--- config.mk ---
export PLATFORM = sky130hd
export DESIGN_NAME = ccs_top
export DESIGN_NICKNAME = d
export VERILOG_FILES = /design/src/rtl/ccs_pkg.sv /design/src/rtl/ccs_top.sv /design/src/rtl/ccs_event_flags.sv /design/src/rtl/ccs_axil_slave.sv
export SDC_FILE = /design/constraint.sdc
export NUM_CORES = 1
export LEC_CHECK = 0
export BUFFER_PORTS_ARGS = -buffer_cell sky130_fd_sc_hd__buf_2
export CAP_MARGIN = 20
export CORE_AREA = 4 4 155 157
export DETAILED_ROUTE_END_ITERATION = 8
export DIE_AREA = 0 0 159 161
export GPL_TIMING_DRIVEN = 0
export PLACE_DENSITY_LB_ADDON = 0.1
export SETUP_SLACK_MARGIN = 0.02
export SYNTH_ARGS = -nofsm -noshare
export SYNTH_HDL_FRONTEND = slang
export SYNTH_HIERARCHICAL = 1
export SYNTH_SLANG_ARGS = --single-unit
--- constraint.sdc ---
create_clock -name mclk -period 6.8 [get_ports mclk]
set_input_delay 0.68 -clock mclk [delete_from_list [all_inputs] [get_ports mclk]]
set_output_delay 0.68 -clock mclk [all_outputs]
set_load 0.005 [all_outputs]
--- src/rtl/ccs_pkg.sv ---
package ccs_pkg;

  // ----------------------------------------------------------------
  // Widths
  // ----------------------------------------------------------------
  localparam int ADDR_W        = 32;
  localparam int DATA_W        = 32;
  localparam int STRB_W        = 4;
  localparam int OFFSET_CAP_W  = 6;
  localparam int RANGE_CAP_W   = 2;
  localparam int SWITCH_W      = 17;
  localparam int THR_W         = 16;
  localparam int RESULT_W      = 16;
  localparam int EVT_W         = 3;

  // ----------------------------------------------------------------
  // Register byte addresses
  // ----------------------------------------------------------------
  localparam logic [ADDR_W-1:0] ADDR_RESULT     = 32'h4006_4004;
  localparam logic [ADDR_W-1:0] ADDR_STATUS     = 32'h4006_4008;
  localparam logic [ADDR_W-1:0] ADDR_OFFSET_CAP = 32'h4006_4010;
  localparam logic [ADDR_W-1:0] ADDR_RANGE_CAP  = 32'h4006_4014;
  localparam logic [ADDR_W-1:0] ADDR_IN_A       = 32'h4006_4018;
  localparam logic [ADDR_W-1:0] ADDR_IN_B       = 32'h4006_401C;
  localparam logic [ADDR_W-1:0] ADDR_LOW_THR    = 32'h4006_4020;
  localparam logic [ADDR_W-1:0] ADDR_HIGH_THR   = 32'h4006_4024;
  localparam logic [ADDR_W-1:0] ADDR_IRQ_EN     = 32'h4006_4028;
  localparam logic [ADDR_W-1:0] ADDR_IRQ_RAW    = 32'h4006_402C;
  localparam logic [ADDR_W-1:0] ADDR_IRQ_MASKED = 32'h4006_4030;
  localparam logic [ADDR_W-1:0] ADDR_IRQ_CLEAR  = 32'h4006_4034;

  // ----------------------------------------------------------------
  // Reset values, field positions, codes
  // ----------------------------------------------------------------
  localparam logic [OFFSET_CAP_W-1:0] OFFSET_CAP_RST = 6'h20;
  localparam logic [RANGE_CAP_W-1:0]  RANGE_CAP_RST  = 2'h0;
  localparam logic [SWITCH_W-1:0]     SWITCH_RST     = 17'h0_0000;
  localparam logic [THR_W-1:0]        THR_RST        = 16'h0000;
  localparam logic [EVT_W-1:0]        IRQ_EN_RST     = 3'h0;
  localparam int OFFSET_CAP_STEP_FF  = 100;
  localparam int EVT_READY           = 0;
  localparam int EVT_BELOW           = 1;
  localparam int EVT_ABOVE           = 2;
  localparam int STATUS_OVERLAP_BIT  = 7;
  localparam logic [1:0] RESP_OKAY   = 2'h0;
  localparam logic [1:0] RESP_SLVERR = 2'h2;

  typedef enum logic [RANGE_CAP_W-1:0] {
    CCS_RANGE_400F = 2'b00,
    CCS_RANGE_800F = 2'b01,
    CCS_RANGE_1PF  = 2'b10,
    CCS_RANGE_RSVD = 2'b11
  } ccs_range_e;

  // ----------------------------------------------------------------
  // Helpers
  // ----------------------------------------------------------------
  function automatic logic [DATA_W-1:0] ccs_apply_strb(input logic [DATA_W-1:0] old_word,
                                                       input logic [DATA_W-1:0] new_word,
                                                       input logic [STRB_W-1:0] strb);
    logic [DATA_W-1:0] merged;
    merged = old_word;
    for (int i = 0; i < STRB_W; i++) begin
      if (strb[i]) begin
        merged[i*8 +: 8] = new_word[i*8 +: 8];
      end
    end
    return merged;
  endfunction : ccs_apply_strb

  function automatic logic ccs_is_writable(input logic [ADDR_W-1:0] addr);
    return addr inside {ADDR_OFFSET_CAP, ADDR_RANGE_CAP, ADDR_IN_A, ADDR_IN_B,
                        ADDR_LOW_THR, ADDR_HIGH_THR, ADDR_IRQ_EN, ADDR_IRQ_CLEAR};
  endfunction : ccs_is_writable

  function automatic logic ccs_is_readable(input logic [ADDR_W-1:0] addr);
    return (addr != ADDR_IRQ_CLEAR) && (ccs_is_writable(addr) ||
           (addr inside {ADDR_RESULT, ADDR_STATUS, ADDR_IRQ_RAW, ADDR_IRQ_MASKED}));
  endfunction : ccs_is_readable

endpackage : ccs_pkg

--- src/rtl/ccs_top.sv ---
// What this block does
// - Hold six-bit offset code, reset 100000b
// - One offset setting drives both inputs
// - Two-bit range code selects range capacitor
// - One range setting drives both inputs
// - Input A: seventeen switch bits, reset zero
// - Input B: seventeen switch bits, reset zero
// - Overlapping selections flag error, block conversions
// - Result below low threshold flags event
// - Result above high threshold flags event
// - Three enable bits, reset zero
// - Raw status read-only, ignores enables
// - Bit 0 set on each conversion taken while selections do not overlap
// - Bit 1 set when result below low
// - Bit 2 set when result above high
// - Status bit 7 shows switch overlap
// - Reading result clears pending conditions
// - Masked status is raw AND enable
// - Writing ones to clear register clears flags
`timescale 1ns/1ps
module ccs_top
  import ccs_pkg::*;
(
  input  wire logic                          mclk,
  input  wire logic                          rst_n,
  input  wire logic                          ce,
  input  wire logic [ccs_pkg::ADDR_W-1:0]    s_axi_awaddr,
  input  wire logic [2:0]                    s_axi_awprot,
  input  wire logic                          s_axi_awvalid,
  output logic                               s_axi_awready,
  input  wire logic [ccs_pkg::DATA_W-1:0]    s_axi_wdata,
  input  wire logic [ccs_pkg::STRB_W-1:0]    s_axi_wstrb,
  input  wire logic                          s_axi_wvalid,
  output logic                               s_axi_wready,
  output logic [1:0]                         s_axi_bresp,
  output logic                               s_axi_bvalid,
  input  wire logic                          s_axi_bready,
  input  wire logic [ccs_pkg::ADDR_W-1:0]    s_axi_araddr,
  input  wire logic [2:0]                    s_axi_arprot,
  input  wire logic                          s_axi_arvalid,
  output logic                               s_axi_arready,
  output logic [ccs_pkg::DATA_W-1:0]         s_axi_rdata,
  output logic [1:0]                         s_axi_rresp,
  output logic                               s_axi_rvalid,
  input  wire logic                          s_axi_rready,
  input  wire logic                          conv_done,
  input  wire logic [ccs_pkg::RESULT_W-1:0]  conv_result,
  output logic [ccs_pkg::OFFSET_CAP_W-1:0]   offset_cap_code,
  output logic [ccs_pkg::RANGE_CAP_W-1:0]    range_cap_sel,
  output logic [ccs_pkg::SWITCH_W-1:0]       input_a_switch_select,
  output logic [ccs_pkg::SWITCH_W-1:0]       input_b_switch_select,
  output logic                               switch_overlap_error,
  output logic                               conv_permit,
  output logic                               irq_request
);

  // ----------------------------------------------------------------
  // Reset release
  // ----------------------------------------------------------------
  logic rst_meta_n;
  logic rst_sync_n;

  always_ff @(posedge mclk or negedge rst_n) begin
    if (!rst_n) begin
      rst_meta_n <= 1'b0;
      rst_sync_n <= 1'b0;
    end else begin
      rst_meta_n <= 1'b1;
      rst_sync_n <= rst_meta_n;
    end
  end

  // ----------------------------------------------------------------
  // Bus slave
  // ----------------------------------------------------------------
  logic                wr_fire;
  logic [ADDR_W-1:0]   wr_addr;
  logic [DATA_W-1:0]   wr_data;
  logic [STRB_W-1:0]   wr_strb;
  logic                rd_fire;
  logic [ADDR_W-1:0]   rd_addr;
  logic [DATA_W-1:0]   rd_word;
  logic [DATA_W-1:0]   wr_merged;
  logic [THR_W-1:0]    low_threshold;
  logic [THR_W-1:0]    high_threshold;
  logic [EVT_W-1:0]    irq_enable;
  logic [EVT_W-1:0]    raw_flags;
  logic [EVT_W-1:0]    set_evt;
  logic [EVT_W-1:0]    clr_evt;
  logic [RESULT_W-1:0] result_q;
  logic                overlap_now;
  logic                conv_taken;

  ccs_axil_slave ccs_axil_slave_inst (
    .mclk       (mclk),
    .rst_sync_n (rst_sync_n),
    .ce         (ce),
    .awaddr     (s_axi_awaddr),
    .awvalid    (s_axi_awvalid),
    .awready    (s_axi_awready),
    .wdata      (s_axi_wdata),
    .wstrb      (s_axi_wstrb),
    .wvalid     (s_axi_wvalid),
    .wready     (s_axi_wready),
    .bresp      (s_axi_bresp),
    .bvalid     (s_axi_bvalid),
    .bready     (s_axi_bready),
    .araddr     (s_axi_araddr),
    .arvalid    (s_axi_arvalid),
    .arready    (s_axi_arready),
    .rdata      (s_axi_rdata),
    .rresp      (s_axi_rresp),
    .rvalid     (s_axi_rvalid),
    .rready     (s_axi_rready),
    .wr_fire    (wr_fire),
    .wr_addr    (wr_addr),
    .wr_data    (wr_data),
    .wr_strb    (wr_strb),
    .rd_fire    (rd_fire),
    .rd_addr    (rd_addr),
    .rd_word    (rd_word)
  );

  // Current contents of a register word, reserved bits as zero
  function automatic logic [DATA_W-1:0] reg_word(input logic [ADDR_W-1:0] addr);
    logic [DATA_W-1:0] word;
    word = '0;
    unique case (addr)
      ADDR_RESULT:     word[RESULT_W-1:0]     = result_q;
      ADDR_STATUS:     word[STATUS_OVERLAP_BIT] = overlap_now;
      ADDR_OFFSET_CAP: word[OFFSET_CAP_W-1:0] = offset_cap_code;
      ADDR_RANGE_CAP:  word[RANGE_CAP_W-1:0]  = range_cap_sel;
      ADDR_IN_A:       word[SWITCH_W-1:0]     = input_a_switch_select;
      ADDR_IN_B:       word[SWITCH_W-1:0]     = input_b_switch_select;
      ADDR_LOW_THR:    word[THR_W-1:0]        = low_threshold;
      ADDR_HIGH_THR:   word[THR_W-1:0]        = high_threshold;
      ADDR_IRQ_EN:     word[EVT_W-1:0]        = irq_enable;
      ADDR_IRQ_RAW:    word[EVT_W-1:0]        = raw_flags;
      ADDR_IRQ_MASKED: word[EVT_W-1:0]        = raw_flags & irq_enable;
      default:         word                   = '0;
    endcase
    return word;
  endfunction : reg_word

  // A process, so that a register change re-runs the lookup as well
  always_comb begin
    rd_word   = reg_word(rd_addr);
    wr_merged = ccs_apply_strb(reg_word(wr_addr), wr_data, wr_strb);
  end

  // ----------------------------------------------------------------
  // Capacitor settings, shared by both converter inputs
  // ----------------------------------------------------------------
  always_ff @(posedge mclk or negedge rst_sync_n) begin
    if (!rst_sync_n) begin
      offset_cap_code <= OFFSET_CAP_RST;
    end else if (ce && wr_fire && wr_addr == ADDR_OFFSET_CAP) begin
      offset_cap_code <= wr_merged[OFFSET_CAP_W-1:0];
    end
  end

  always_ff @(posedge mclk or negedge rst_sync_n) begin
    if (!rst_sync_n) begin
      range_cap_sel <= RANGE_CAP_RST;
    end else if (ce && wr_fire && wr_addr == ADDR_RANGE_CAP) begin
      range_cap_sel <= wr_merged[RANGE_CAP_W-1:0];
    end
  end

  // ----------------------------------------------------------------
  // Switch matrix selections, a one connects the input
  // ----------------------------------------------------------------
  always_ff @(posedge mclk or negedge rst_sync_n) begin
    if (!rst_sync_n) begin
      input_a_switch_select <= SWITCH_RST;
    end else if (ce && wr_fire && wr_addr == ADDR_IN_A) begin
      input_a_switch_select <= wr_merged[SWITCH_W-1:0];
    end
  end

  always_ff @(posedge mclk or negedge rst_sync_n) begin
    if (!rst_sync_n) begin
      input_b_switch_select <= SWITCH_RST;
    end else if (ce && wr_fire && wr_addr == ADDR_IN_B) begin
      input_b_switch_select <= wr_merged[SWITCH_W-1:0];
    end
  end

  assign overlap_now = |(input_a_switch_select & input_b_switch_select);
  assign conv_permit = ~overlap_now;

  always_ff @(posedge mclk or negedge rst_sync_n) begin
    if (!rst_sync_n) begin
      switch_overlap_error <= 1'b0;
    end else if (ce) begin
      switch_overlap_error <= overlap_now;
    end
  end

  // ----------------------------------------------------------------
  // Thresholds and enables
  // ----------------------------------------------------------------
  always_ff @(posedge mclk or negedge rst_sync_n) begin
    if (!rst_sync_n) begin
      low_threshold <= THR_RST;
    end else if (ce && wr_fire && wr_addr == ADDR_LOW_THR) begin
      low_threshold <= wr_merged[THR_W-1:0];
    end
  end

  always_ff @(posedge mclk or negedge rst_sync_n) begin
    if (!rst_sync_n) begin
      high_threshold <= THR_RST;
    end else if (ce && wr_fire && wr_addr == ADDR_HIGH_THR) begin
      high_threshold <= wr_merged[THR_W-1:0];
    end
  end

  always_ff @(posedge mclk or negedge rst_sync_n) begin
    if (!rst_sync_n) begin
      irq_enable <= IRQ_EN_RST;
    end else if (ce && wr_fire && wr_addr == ADDR_IRQ_EN) begin
      irq_enable <= wr_merged[EVT_W-1:0];
    end
  end

  // ----------------------------------------------------------------
  // Finished conversions and event flags
  // ----------------------------------------------------------------
  assign conv_taken = ce & conv_done & ~overlap_now;

  always_ff @(posedge mclk or negedge rst_sync_n) begin
    if (!rst_sync_n) begin
      result_q <= '0;
    end else if (conv_taken) begin
      result_q <= conv_result;
    end
  end

  always_comb begin
    set_evt            = '0;
    set_evt[EVT_READY] = conv_taken;
    set_evt[EVT_BELOW] = conv_taken && (conv_result < low_threshold);
    set_evt[EVT_ABOVE] = conv_taken && (conv_result > high_threshold);
  end

  always_comb begin
    clr_evt = '0;
    if (rd_fire && rd_addr == ADDR_RESULT) begin
      clr_evt = '1;
    end
    if (wr_fire && wr_addr == ADDR_IRQ_CLEAR && wr_strb[0]) begin
      clr_evt = clr_evt | wr_data[EVT_W-1:0];
    end
  end

  ccs_event_flags ccs_event_flags_inst (
    .mclk       (mclk),
    .rst_sync_n (rst_sync_n),
    .ce         (ce),
    .set_evt    (set_evt),
    .clr_evt    (clr_evt),
    .flags      (raw_flags)
  );

  always_ff @(posedge mclk or negedge rst_sync_n) begin
    if (!rst_sync_n) begin
      irq_request <= 1'b0;
    end else if (ce) begin
      irq_request <= |(raw_flags & irq_enable);
    end
  end
endmodule : ccs_top

--- src/rtl/ccs_event_flags.sv ---
`timescale 1ns/1ps
module ccs_event_flags
  import ccs_pkg::*;
(
  input  wire logic                     mclk,
  input  wire logic                     rst_sync_n,
  input  wire logic                     ce,
  input  wire logic [ccs_pkg::EVT_W-1:0] set_evt,
  input  wire logic [ccs_pkg::EVT_W-1:0] clr_evt,
  output logic      [ccs_pkg::EVT_W-1:0] flags
);

  // ----------------------------------------------------------------
  // Sticky flags, a set in the clearing cycle wins
  // ----------------------------------------------------------------
  always_ff @(posedge mclk or negedge rst_sync_n) begin
    if (!rst_sync_n) begin
      flags <= '0;
    end else if (ce) begin
      flags <= (flags & ~clr_evt) | set_evt;
    end
  end

endmodule : ccs_event_flags

--- src/rtl/ccs_axil_slave.sv ---
`timescale 1ns/1ps
module ccs_axil_slave
  import ccs_pkg::*;
(
  input  wire logic                       mclk,
  input  wire logic                       rst_sync_n,
  input  wire logic                       ce,
  input  wire logic [ccs_pkg::ADDR_W-1:0] awaddr,
  input  wire logic                       awvalid,
  output logic                            awready,
  input  wire logic [ccs_pkg::DATA_W-1:0] wdata,
  input  wire logic [ccs_pkg::STRB_W-1:0] wstrb,
  input  wire logic                       wvalid,
  output logic                            wready,
  output logic [1:0]                      bresp,
  output logic                            bvalid,
  input  wire logic                       bready,
  input  wire logic [ccs_pkg::ADDR_W-1:0] araddr,
  input  wire logic                       arvalid,
  output logic                            arready,
  output logic [ccs_pkg::DATA_W-1:0]      rdata,
  output logic [1:0]                      rresp,
  output logic                            rvalid,
  input  wire logic                       rready,
  output logic                            wr_fire,
  output logic [ccs_pkg::ADDR_W-1:0]      wr_addr,
  output logic [ccs_pkg::DATA_W-1:0]      wr_data,
  output logic [ccs_pkg::STRB_W-1:0]      wr_strb,
  output logic                            rd_fire,
  output logic [ccs_pkg::ADDR_W-1:0]      rd_addr,
  input  wire logic [ccs_pkg::DATA_W-1:0] rd_word
);

  logic aw_held;
  logic w_held;

  assign awready = ce & ~aw_held & ~bvalid;
  assign wready  = ce & ~w_held & ~bvalid;
  assign wr_fire = ce & aw_held & w_held & ~bvalid;
  assign arready = ce & ~rvalid;
  assign rd_fire = arvalid & arready;
  assign rd_addr = araddr;

  // ----------------------------------------------------------------
  // Write address and data, taken in either order
  // ----------------------------------------------------------------
  always_ff @(posedge mclk or negedge rst_sync_n) begin
    if (!rst_sync_n) begin
      aw_held <= 1'b0;
      wr_addr <= '0;
    end else if (awvalid && awready) begin
      aw_held <= 1'b1;
      wr_addr <= awaddr;
    end else if (wr_fire) begin
      aw_held <= 1'b0;
    end
  end

  always_ff @(posedge mclk or negedge rst_sync_n) begin
    if (!rst_sync_n) begin
      w_held  <= 1'b0;
      wr_data <= '0;
      wr_strb <= '0;
    end else if (wvalid && wready) begin
      w_held  <= 1'b1;
      wr_data <= wdata;
      wr_strb <= wstrb;
    end else if (wr_fire) begin
      w_held <= 1'b0;
    end
  end

  always_ff @(posedge mclk or negedge rst_sync_n) begin
    if (!rst_sync_n) begin
      bvalid <= 1'b0;
      bresp  <= RESP_OKAY;
    end else if (wr_fire) begin
      bvalid <= 1'b1;
      bresp  <= ccs_is_writable(wr_addr) ? RESP_OKAY : RESP_SLVERR;
    end else if (ce && bready) begin
      bvalid <= 1'b0;
    end
  end

  // ----------------------------------------------------------------
  // Read channel, data registered at the address handshake
  // ----------------------------------------------------------------
  always_ff @(posedge mclk or negedge rst_sync_n) begin
    if (!rst_sync_n) begin
      rvalid <= 1'b0;
      rdata  <= '0;
      rresp  <= RESP_OKAY;
    end else if (rd_fire) begin
      rvalid <= 1'b1;
      rdata  <= ccs_is_readable(araddr) ? rd_word : '0;
      rresp  <= ccs_is_readable(araddr) ? RESP_OKAY : RESP_SLVERR;
    end else if (ce && rready) begin
      rvalid <= 1'b0;
    end
  end

endmodule : ccs_axil_slave

Yosys cells after proc, flatten, opt, wreduce, memory -nomap -nowiden. Index checks and enable logic that the tools add are counted.

Eq/ne operators: 25. $mul: 0. Bitwise operators: 22. Mux-type cells: 29. Div/mod/pow operators: 0. $lt $le $gt $ge: 2. Add/sub/neg operators: 0. Reduce and logical (&&, ||, !) cells: 28. Shift operators: 0.

Operator list (number): == test 32 x 31 -> 1 bit (second input constant) (24); case mux 8 bit (5 select lines) (2); case mux 2 bit (10 select lines) (2); case mux 3 bit (6 select lines) (2); != test 32 x 31 -> 1 bit (second input constant) (1); logical AND 1 bit (18); case mux 1 bit (9 select lines) (2); bitwise AND 17 bit (1); 2-to-1 mux 17 bit (1); OR reduction 17 bit (1); > comparator 16 bit (1); < comparator 16 bit (1); 2-to-1 mux 8 bit (2); nonzero test 8 bit (2); case mux 1 bit (6 select lines) (2); bitwise AND 1 bit (11); case mux 1 bit (5 select lines) (2); 2-to-1 mux 1 bit (8); nonzero test 2 bit (4); bitwise AND 3 bit (2); 2-to-1 mux 3 bit (2); bitwise OR 3 bit (2); NOT 1 bit (5); 2-to-1 mux 2 bit (2); other kinds (5) (6).

Register bits: 192. Output and inout port bits: 86. ROM bits: 0. Memories: 0. Word-level logic and storage cells: 129. Bits in latches: 0. Memory bits (writable): 0.

Longest topological paths before layout.
Depth after elaboration: 10. Gate-level depth with buffers: 11.

By module. Netlist, hierarchy kept.

By module, submodules not included: ccs_top (sequential area each 2428.6 µm², instances 1, cells each 662, area each 6764.0 µm²); ccs_axil_slave (sequential area each 2652.5 µm², instances 1, cells each 305, area each 4370.4 µm²); ccs_event_flags (sequential area each 75.1 µm², instances 1, cells each 9, area each 112.6 µm²).

Worst setup path before layout. No wires, ideal clock.

Kind: input to register. Start point: in s_axi_araddr[7] (netlist name). End point: reg ccs_axil_slave_inst/rdata[7] (netlist name). Data arrival time: 2.598 ns. Library setup time: 0.065 ns. Stages: 10. Path slack: 4.137 ns. Data required time: 6.735 ns. Path through: buf_4 > nor4b_1 > nand4_1 > or4_1 > clkbuf_1 > nor2_4 > buf_2 > a22oi_1 > o211ai_1 > a22o_1.

Elaborated cells between the ends (all ways): 19. Classes of those cells: eq/ne: 13; mux: 2; reduce/logical: 4.

RTL lines: start: declaration (RTL line ccs_top.sv:38) `input wire logic [ccs_pkg::ADDR_W-1:0] s_axi_araddr,`; == test 32 x 31 -> 1 bit (RTL line ccs_top.sv:128) `unique case (addr)`; case mux 1 bit (6 select lines) (*) (RTL line ccs_top.sv:128); net rd_word[7] (RTL line ccs_top.sv:82) `logic [DATA_W-1:0] rd_word;`; 2-to-1 mux 17 bit (*) (RTL line ccs_axil_slave.sv:95) `rdata <= ccs_is_readable(araddr) ? rd_word : '0;`; end signal: assignment (RTL line ccs_axil_slave.sv:95); end: declaration (RTL line ccs_axil_slave.sv:21) `output logic [ccs_pkg::DATA_W-1:0] rdata,`.

Mark *: on every way through the listed nets, which the timed path passes. The rest lies on a longest branch. A chain may end at the register's enable or synchronous reset.

Worst setup path in the final report.
Start point: reg input_a_switch_select[4] (netlist name). End point: reg ccs_event_flags_inst/flags[1] (netlist name).

Longest elaborated chain between the ends: 6.

RTL lines: start: declaration (RTL line ccs_top.sv:50) `output logic [ccs_pkg::SWITCH_W-1:0] input_a_switch_select,`; start signal: assignment (RTL line ccs_top.sv:177) `input_a_switch_select <= wr_merged[SWITCH_W-1:0];`; bitwise AND 17 bit (RTL line ccs_top.sv:189) `assign overlap_now = |(input_a_switch_select & input_b_switch_select);`; OR reduction 17 bit (RTL line ccs_top.sv:189); NOT 1 bit (RTL line ccs_top.sv:230) `assign conv_taken = ce & conv_done & ~overlap_now;`; bitwise AND 1 bit (RTL line ccs_top.sv:230); logical AND 1 bit (RTL line ccs_top.sv:243) `set_evt[EVT_BELOW] = conv_taken && (conv_result < low_threshold);`; net set_evt[1] (RTL line ccs_top.sv:88) `logic [EVT_W-1:0] set_evt;`; bitwise OR 3 bit (RTL line ccs_event_flags.sv:20) `flags <= (flags & ~clr_evt) | set_evt;`; end signal: assignment (RTL line ccs_event_flags.sv:20); end: declaration (RTL line ccs_event_flags.sv:10) `output logic [ccs_pkg::EVT_W-1:0] flags`.

The timed path passes the listed nets, and every way through them passes these cells.

==> results.tsv <==
stage	metric	value	unit
die	core_area	0.02250	mm2
drt	vias	8762	
timing	fin_crit	3.197	ns
finish	utilization	0.5646	
die	die_area	0.02560	mm2
setup_path	crit_fanout	10	
timing	rsz0062_at_grt	false	
drt	wirelength	32700	um
min_path	hold_path.class	reg2reg	
clock_tree	cts-resized-gates	0	
global_route	overflow	0	
clock_tree	tritoncts	built	
finish	nets	1336	
power	p_leak	5.953	nW
placement	dpl_cell_area	0.01210	mm2
clock_tree	root_buffer	clkbuf_16	
clock_tree	clock_latency	0.44	ns
min_path	min_from	rst_meta_n	
setup_path	arrival	3.57	ns
drt	dr.pass1.iters	9	
global_route	antenna_found_initial	1	
setup_path	startpoint	input_a_switch_select[4]	
timing	slew_viol_final	0	
logic_synthesis	netlist_instances	943	
drt	via_per_inst	5.952	
clock_tree	cts_buffer_depth	2	
logic_synthesis	syn_area	0.01066	mm2
clock_tree	clock_sinks	190	
logic_synthesis	yosysWarnings	6	
placement	dp.final_hpwl	25230	um
power	ir_drop	0.1673	mV
timing	fmax	0.3128	GHz
flow_run	cap_violations	0	
timing	setup-violations-final	0	
placement	io_buffers	192	
timing	finalCritPeriodShare	0.4701	
clock_tree	clk_pin_slew	0.08	ns
clock_tree	cts_max_level	4	
clock_tree	cts_made_buffers	17	
die	start_util	0.4738	
status	failed_checks	DRC	
finish	diodes	0	
global_route	grt_max_degree	69	
timing	hold_viol	0	
drt	postRouteAntennaNets	0	
placement	gp_congestion	0.9705	
global_route	grt_first_pass_wirelength	50860	um
setup_path	cp-start-kind	flop	
drt	drc	20	
timing	fin_hold_ws	0.3505	ns
drt	wl_per_cell	22.21	um
finish	finalNonFillerCells	1472	
setup_path	critPathCaptureType	flop	
global_route	grt_pass1_vias	8612	
finish	drive_gt1_frac	0.3294	
power	p_per_area	260.5	mW/mm2
finish	final_area	0.01270	mm2
die	die_h	161	um
finish	syn_to_final_growth	19.16	%
timing	setup_tns	0	ns
setup_path	r2r_start	input_a_switch_select[4]	
timing	skew	0.01023	ns
logic_synthesis	synth.avg_cell_area	11.31	um2
setup_path	required	7.18	ns
timing	slew_headroom	0.2367	
die	io_pins	217	
placement	placed_cells	1438	
setup_path	worstSetupPathType	reg2reg	
die	die_w	159	um
status	outcome	finished with violations	
timing	worst_pin_slew	1.129	ns
drt	dr.first_iter.drc_count	820	
die	rows	55	
global_route	grtUsageTotal	0.2522	
-- worst max-delay path: stages, from the launching register on --
cell and delay, ns:
dfrtp_1 0.48, a22o_1 0.30, a221oi_1 0.33, and4_1 0.33, and2_1 0.15, clkbuf_1 0.24, nand3_2 0.28, buf_2 0.33
a2111oi_2 0.47, a22o_1 0.22
-- path summary, 6_finish.rpt --
path                                              endpoint  slack, ns  cells after the start
max                          ccs_event_flags_inst/flags[1]       3.60                      9
min                                             rst_sync_n       0.35                      0
max reg2reg                  ccs_event_flags_inst/flags[1]       3.60                      9
min reg2reg                                     rst_sync_n       0.35                      0
max in group asynchronous               offset_cap_code[5]       5.51                      1
min in group asynchronous  ccs_axil_slave_inst/wr_data[15]       0.45                      0
-- placed cells by master, fill, tap and decap left out, types with 6 or more instances in the layout --
cell	n
a221oi_1	9
ha_1	31
o22ai_1	6
nor4b_1	11
and2_1	13
dfrtp_1	188
conb_1	18
buf_4	42
a21oi_1	13
a22o_1	46
nand3_1	13
a222oi_1	22
buf_2	212
nand2_1	63
nor4_1	18
nor3_1	17
mux2_1	78
inv_1	43
a22oi_1	41
clkbuf_1	16
nor2_1	42
o21ai_0	14
o31ai_1	6
mux2_2	56
nand4_1	13
clkbuf_16	17
a31oi_1	7
a31oi_2	8
-- layout make-up --
cell class,instances,area [um2]
clock buffer,18,439.2
fill,2062,9798
clock inverter,14,151.4
multi-input combinational,641,5265
timing repair buffer,197,1036
sequential,190,4760
buffer,84,535.5
inverter,43,161.4
tap,285,356.6
-- registers in the layout (all words and copies together), names as in the netlist, 16 cells and up --
signal / count
ccs_axil_slave_inst/rdata: 32
ccs_axil_slave_inst/wr_addr: 32
ccs_axil_slave_inst/wr_data: 17
high_threshold: 16
input_a_switch_select: 17
input_b_switch_select: 17
low_threshold: 16
result_q: 16
-- what timing repair did --
item                                   CTS  global route
setup buffers                            0             0
endpoints found under the hold margin    2             0
hold buffers                             1             0
-- metrics by stage --
stage / total power [W] / setup slack, ns
2_1_floorplan: 0.002041 / 1.115
3_3_place_gp: 0.002301 / -1.261
3_5_place_dp: 0.002324 / 3.212
4_1_cts: 0.003325 / 3.643
5_1_grt: 0.003476 / 3.438
6_report: 0.003310 / 3.603
-- metal layers --
metal  up-vias  global-route usage  wire length, um
met2       400              0.3813            14280
met4         2             0.07022              596
met3        45             0.05205             2754
li1       4013                   -                -
met1      4302              0.3699            15060
met5         -                   0                7
-- power breakdown --
part,switching (W),leakage [nW],internal (W)
Sequential,0.000194,2.45,0.00131
Clock,0.000500,0.291,0.000501
Combinational,0.000463,3.21,0.000338
Total,0.00116,5.95,0.00215
Note: power is estimated with default switching activity, not from simulation.
